[src/inc/rops_regs.svh]
// Register offsets, field positions and reset values of the remappable output selector
`ifndef ROPS_REGS_SVH
`define ROPS_REGS_SVH

`define ROPS_SEL_16_17_OFS   12'h000
`define ROPS_SEL_18_19_OFS   12'h004
`define ROPS_LO_FIELD_LSB    0
`define ROPS_HI_FIELD_LSB    8
`define ROPS_FIELD_W         5
`define ROPS_SEL_RESET       16'h0000
`define ROPS_FIELD_MASK      16'h1F1F

`endif

[src/inc/rops_pkg.sv]
// Types shared by the remappable output selector
package rops_pkg;

	typedef logic [4:0] rops_func_t;

	typedef struct packed {
		rops_func_t hi_sel;
		rops_func_t lo_sel;
	} rops_pair_t;

endpackage

[src/design/rops_output_select.sv]
// APB slave holding the output selectors and the mux for remappable pins 16 to 19
//
// The implementer's own choices: the placing of the registers and register access over APB.
`timescale 1ns/100ps
`include "rops_regs.svh"

module rops_output_select
	import rops_pkg::*;
#(
	parameter int          NUM_FUNC    = 32,    // Peripheral output function count
	parameter bit          HAS_PINS    = 1'b1   // Largest pin-count variant fitted
) (
	input  wire logic                 clk_i,            // 100 MHz clock
	input  wire logic                 rstn_i,           // Async reset, active low
	input  wire logic                 psel_i,           // APB select
	input  wire logic                 penable_i,        // APB enable
	input  wire logic                 pwrite_i,         // APB write
	input  wire logic [11:0]          paddr_i,          // APB byte address
	input  wire logic [31:0]          pwdata_i,         // APB write data
	output logic      [31:0]          prdata_o,         // APB read data
	output logic                      pready_o,         // APB ready
	output logic                      pslverr_o,        // APB error
	input  wire logic [NUM_FUNC-1:0]  periph_out_i,     // Peripheral outputs by function number
	input  wire logic [3:0]           port_out_i,       // Port latch for pins 16..19
	output logic      [3:0]           pin_out_o,        // Drive to pins 16..19
	output logic      [3:0]           pin_remapped_o    // Pin carries a peripheral output
);

	rops_pair_t sel_a_r, sel_a_nxt;   // pins 16 (lo) / 17 (hi)
	rops_pair_t sel_b_r, sel_b_nxt;   // pins 18 (lo) / 19 (hi)
	logic [31:0] prdata_r, prdata_nxt;
	logic        pslverr_r, pslverr_nxt;
	logic        hit_a, hit_b, access;
	rops_func_t  sel [4];
	logic [3:0]  pin_r, pin_nxt;
	logic [3:0]  remap_r, remap_nxt;

	// Only the implemented field bits of the 16-bit reset value are stored
	localparam logic [15:0] SEL_RST = `ROPS_SEL_RESET;

	assign access = psel_i & penable_i;
	assign hit_a  = (paddr_i == `ROPS_SEL_16_17_OFS);
	assign hit_b  = (paddr_i == `ROPS_SEL_18_19_OFS);

	// Zero-wait slave: every access finishes in its first access cycle
	assign pready_o  = 1'b1;
	assign prdata_o  = prdata_r;
	assign pslverr_o = pslverr_r;

	function automatic rops_pair_t pack_sel(input logic [31:0] d);
		rops_pair_t p;
		p.hi_sel = d[`ROPS_HI_FIELD_LSB +: `ROPS_FIELD_W];
		p.lo_sel = d[`ROPS_LO_FIELD_LSB +: `ROPS_FIELD_W];
		return p;
	endfunction

	function automatic logic [31:0] unpack_sel(input rops_pair_t p);
		logic [31:0] d;
		d = 32'h0000_0000;
		d[`ROPS_HI_FIELD_LSB +: `ROPS_FIELD_W] = p.hi_sel;
		d[`ROPS_LO_FIELD_LSB +: `ROPS_FIELD_W] = p.lo_sel;
		return d;
	endfunction

	always_comb begin
		sel_a_nxt   = sel_a_r;
		sel_b_nxt   = sel_b_r;
		prdata_nxt  = prdata_r;
		pslverr_nxt = 1'b0;
		if (psel_i && !penable_i) begin
			// Setup cycle: latch read data so it stands through the access cycle
			prdata_nxt = 32'h0000_0000;
			if (!pwrite_i && HAS_PINS) begin
				if (hit_a)
					prdata_nxt = unpack_sel(sel_a_r);
				else if (hit_b)
					prdata_nxt = unpack_sel(sel_b_r);
			end
			pslverr_nxt = !(hit_a || hit_b);
		end else if (access) begin
			pslverr_nxt = pslverr_r;
			if (pwrite_i && HAS_PINS) begin
				if (hit_a)
					sel_a_nxt = pack_sel(pwdata_i);
				if (hit_b)
					sel_b_nxt = pack_sel(pwdata_i);
			end
		end
	end

	always_ff @(posedge clk_i or negedge rstn_i) begin
		if (!rstn_i) begin
			sel_a_r   <= {SEL_RST[12:8], SEL_RST[4:0]};
			sel_b_r   <= {SEL_RST[12:8], SEL_RST[4:0]};
			prdata_r  <= 32'h0000_0000;
			pslverr_r <= 1'b0;
		end else begin
			sel_a_r   <= sel_a_nxt;
			sel_b_r   <= sel_b_nxt;
			prdata_r  <= prdata_nxt;
			pslverr_r <= pslverr_nxt;
		end
	end

	assign sel[0] = sel_a_r.lo_sel;
	assign sel[1] = sel_a_r.hi_sel;
	assign sel[2] = sel_b_r.lo_sel;
	assign sel[3] = sel_b_r.hi_sel;

	// Registered pin drive avoids glitches while a selector is rewritten
	for (genvar p = 0; p < 4; p++) begin : g_pin
		assign remap_nxt[p] = HAS_PINS && sel[p] != 5'h00 && int'(sel[p]) < NUM_FUNC;
		assign pin_nxt[p]   = remap_nxt[p] ? periph_out_i[sel[p]] : port_out_i[p];
	end

	always_ff @(posedge clk_i or negedge rstn_i) begin
		if (!rstn_i) begin
			pin_r   <= 4'h0;
			remap_r <= 4'h0;
		end else begin
			pin_r   <= pin_nxt;
			remap_r <= remap_nxt;
		end
	end

	assign pin_out_o      = pin_r;
	assign pin_remapped_o = remap_r;

endmodule

[config.mk]
export PLATFORM = sky130hd
export DESIGN_NAME = rops_output_select
export DESIGN_NICKNAME = d
export VERILOG_FILES = /design/src/inc/rops_pkg.sv /design/src/design/rops_output_select.sv
export VERILOG_INCLUDE_DIRS = /design/src /design/src/inc
export SDC_FILE = /design/constraint.sdc
export NUM_CORES = 1
export LEC_CHECK = 0
export ABC_AREA = 1
export BUFFER_PORTS_ARGS = -buffer_cell sky130_fd_sc_hd__buf_2
export CAP_MARGIN = 20
export CORE_MARGIN = 2
export CORE_UTILIZATION = 45
export CTS_BUF_LIST = sky130_fd_sc_hd__clkbuf_16
export CTS_CLUSTER_DIAMETER = 100
export CTS_CLUSTER_SIZE = 20
export DETAILED_ROUTE_END_ITERATION = 7
export GPL_TIMING_DRIVEN = 0
export PLACE_DENSITY = 0.75
export SLEW_MARGIN = 20
export SYNTH_ARGS = -nofsm -noshare
export SYNTH_HDL_FRONTEND = slang
export SYNTH_SLANG_ARGS = --single-unit
[constraint.sdc]
create_clock -name clk_i -period 2.9 [get_ports clk_i]
set_input_delay 0.145 -clock clk_i [delete_from_list [all_inputs] [get_ports clk_i]]
set_output_delay 0.145 -clock clk_i [all_outputs]
set_load 0.01 [all_outputs]
==> flow_metrics.env <==
export IMPL_status="finished, final reports clean"
export IMPL_n_antenna_cell=0
export IMPL_post_route_util_pct=58.0
export IMPL_coreArea_mm2=0.00683
export IMPL_whs_ps=60.9
export IMPL_drc=0
export IMPL_syn_area_mm2=0.00321
export IMPL_finalCritPeriodShare_pct=50.9
export IMPL_rsz0062_at_grt="false"
export IMPL_start_util_pct=47.0
export IMPL_grt_ovfl_total=0
export IMPL_gp_congestion=0.971
export IMPL_port_buffers=81
export IMPL_postLayoutSetupSlackWorst_ps=1420
export IMPL_synth_cells=510
export IMPL_grt_start_max_net_pins=40
export IMPL_cp_max_fo=10
export IMPL_end_kind="register"
export IMPL_wl_um=10300
export IMPL_htree_levels=2
export IMPL_finalSetupTns_ps=0
export IMPL_vias=3758
export IMPL_die_area_mm2=0.00782
export IMPL_hp_start="port_out_i[0]"
export IMPL_ir_drop_uv=243
export IMPL_slew_headroom_pct=43.3
export IMPL_min_period_ps=1480
export IMPL_syn_area_per_cell_um2=6.29
export IMPL_die_w_um=88.5
export IMPL_dp_hpwl_um=7810
export IMPL_hp_class="in2reg"
export IMPL_fin_cells=717
export IMPL_cts_buffers=5
export IMPL_hold_viol_final=0
export IMPL_critPathKind="reg2reg"
export IMPL_drtIter0Drc=444
export IMPL_clkLatencyLatePin_ps=280
export IMPL_worstReg2RegStart="sel[0]$_DFFE_PN0P_"
export IMPL_clk_path_buf_depth=2
export IMPL_p_per_area_mw_per_mm2=320
export IMPL_synth_cell_types=28
export IMPL_preCtsSetupSlack_ps=1460
export IMPL_post_cts_buffers=0
export IMPL_synth_seq_area_share_pct=30.4
export IMPL_ys_ff_latch=39
export IMPL_required_ps=3120
export IMPL_first_global_vias=3357
export IMPL_grt_pass1_wl_um=16200
export IMPL_nets=705
export IMPL_post_place_cells=708
export IMPL_synthToLayoutAreaGrowth_pct=23.4
export IMPL_drtPass1Iterations=6
export IMPL_clk_pin_slew_ps=50
export IMPL_rows=30
export IMPL_cts_root_buf="clkbuf_16"
export IMPL_placed_area_mm2=0.00381
export IMPL_r2r_end="pin_out_o[3]$_DFF_PN0_"
export IMPL_leakage_nw=2.11
export IMPL_critPathArrivalTime_ps=1700
export IMPL_reg2reg_slack_ps=1420
export IMPL_ys_warn_count=0
export IMPL_fin_skew_ps=2.24
export IMPL_clock_sinks=39
export IMPL_hold_depth=3
export IMPL_drive_gt1_share_pct=23.7
export IMPL_reg2reg_depth=9
export IMPL_viasPerCell=5.24
export IMPL_drtAntennaViolNets=0
export IMPL_worstMarginPinSlew_ps=851
export IMPL_cts_resized=0
export IMPL_synth_top_area_share_pct=30.4
export IMPL_drv_cap=0
export IMPL_start_kind="register"
export IMPL_min_to="pin_out_o[0]$_DFF_PN0_"
export IMPL_max_freq_mhz=678
export IMPL_hold_buffers=1
export IMPL_yosys_area_top_type="dfrtp_1"
export IMPL_setup_viol=0
export IMPL_cts_tree="yes"
export IMPL_track_usage_pct=26.7
export IMPL_antenna_found_initial=0
export IMPL_avgRoutedWirePerCell_um=14.4
export IMPL_stdcell_area_mm2=0.00396
export IMPL_top_level_ports=127
export IMPL_yosys_top_cells_area="dfrtp_1 (30%), nand2_1 (20%), nand3_1 (14%)"
export IMPL_power_total_mw=1.27
export IMPL_die_h_um=88.5
export IMPL_final_max_slew_viol_count=0
-- synth_stat cells --
library cell  number
nor4_2             1
nand4_1            2
buf_2             14
dfrtp_1           39
clkbuf_1           3
nand2_2            2
o211ai_2           1
nand2_1          170
and3_1             1
nand3_2            1
nor4_4             2
conb_1             2
o21ai_1           45
buf_6              2
nor2_4             2
nor4_1             1
nor2_2             2
o211ai_1          10
clkinv_1           1
o21ai_0            8
inv_1             51
buf_4             26
a21oi_1           10
nand3_1           90
nor2_1            17
inv_4              2
inv_2              4
nand2_4            1
-- registers in the layout, summed over array words and instances (netlist names) --
name / flops
sel: 20
pin_remapped_o: 4
pslverr_o: 1
prdata_o: 10
pin_out_o: 4
-- layout make-up --
class                           count  area (um^2)
Fill cell                         717         2870
Multi-Input combinational cell    389         1790
Sequential cell                    39          976
Timing Repair Buffer               82          415
Buffer                             45          299
Inverter                           58          223
Clock buffer                        5          125
Tap cell                           96          120
Clock inverter                      3         12.5
-- cells in the final DEF, fill, tap and decap left out, drive strengths merged, types with 2 or more instances in the layout --
cell | synthesis | final
a21oi | 10 | 10
buf | 42 | 123
clkbuf | 3 | 8
clkinv | 1 | 2
conb | 2 | 23
dfrtp | 39 | 39
inv | 57 | 59
nand2 | 173 | 173
nand3 | 91 | 91
nand4 | 2 | 2
nor2 | 21 | 21
nor4 | 4 | 4
o211ai | 11 | 11
o21ai | 53 | 53
-- critical path: stages (launching register included) --
cell and delay [ps]:
dfrtp_1 350, buf_2 170, buf_2 200, a21oi_1 180, o21ai_0 120, nand3_1 90
nand3_1 80, nand2_1 80, nand3_1 80, nand2_1 60
-- cell families (layout without fill, tap and decap cells) --
group / count (synthesis) / in the layout / share of synthesized area [%]
AO/OA/AOI/OAI: 74 / 74 / 12.6
buffers and inverters: 103 / 193 / 16.3
flip-flops: 39 / 39 / 30.4
other: 2 / 23 / 0.234
AND/OR/NAND/NOR: 292 / 292 / 40.5
-- where the power goes --
group / internal, mW / switching, mW / total (mW)
Combinational: 0.0830 / 0.118 / 0.201
Sequential: 0.549 / 0.00173 / 0.551
Clock: 0.310 / 0.206 / 0.516
-- worst max-delay path by stage --
stage,startpoint,to,slack (ps),depth (start not counted)
2_1_floorplan,sel[10]$_DFFE_PN0P_,pin_out_o[1]$_DFF_PN0_,1620,6
3_5_place_dp,sel[0]$_DFFE_PN0P_,pin_out_o[3]$_DFF_PN0_,1460,9
5_1_grt,sel[16]$_DFFE_PN0P_,pin_out_o[0]$_DFF_PN0_,1270,8
4_1_cts,sel[0]$_DFFE_PN0P_,pin_out_o[3]$_DFF_PN0_,1450,9
6_report,sel[0]$_DFFE_PN0P_,pin_out_o[3]$_DFF_PN0_,1420,9
3_3_place_gp,sel[0]$_DFFE_PN0P_,pin_out_o[3]$_DFF_PN0_,1460,9
-- layer usage --
| metal | vias to the layer above | part of all wire [%] | wire [um] | track usage [%] |
|---|---|---|---|---|
| li1 | 1825 | - | - | - |
| met1 | 1672 | 42 | 4370 | 36.1 |
| met5 | - | 0 | 0 | 0 |
| met3 | 34 | 9.1 | 941 | 4.57 |
| met4 | 0 | 2.4 | 252 | 7.58 |
| met2 | 227 | 46 | 4770 | 44.0 |
Power figures use the tool's default switching activity.
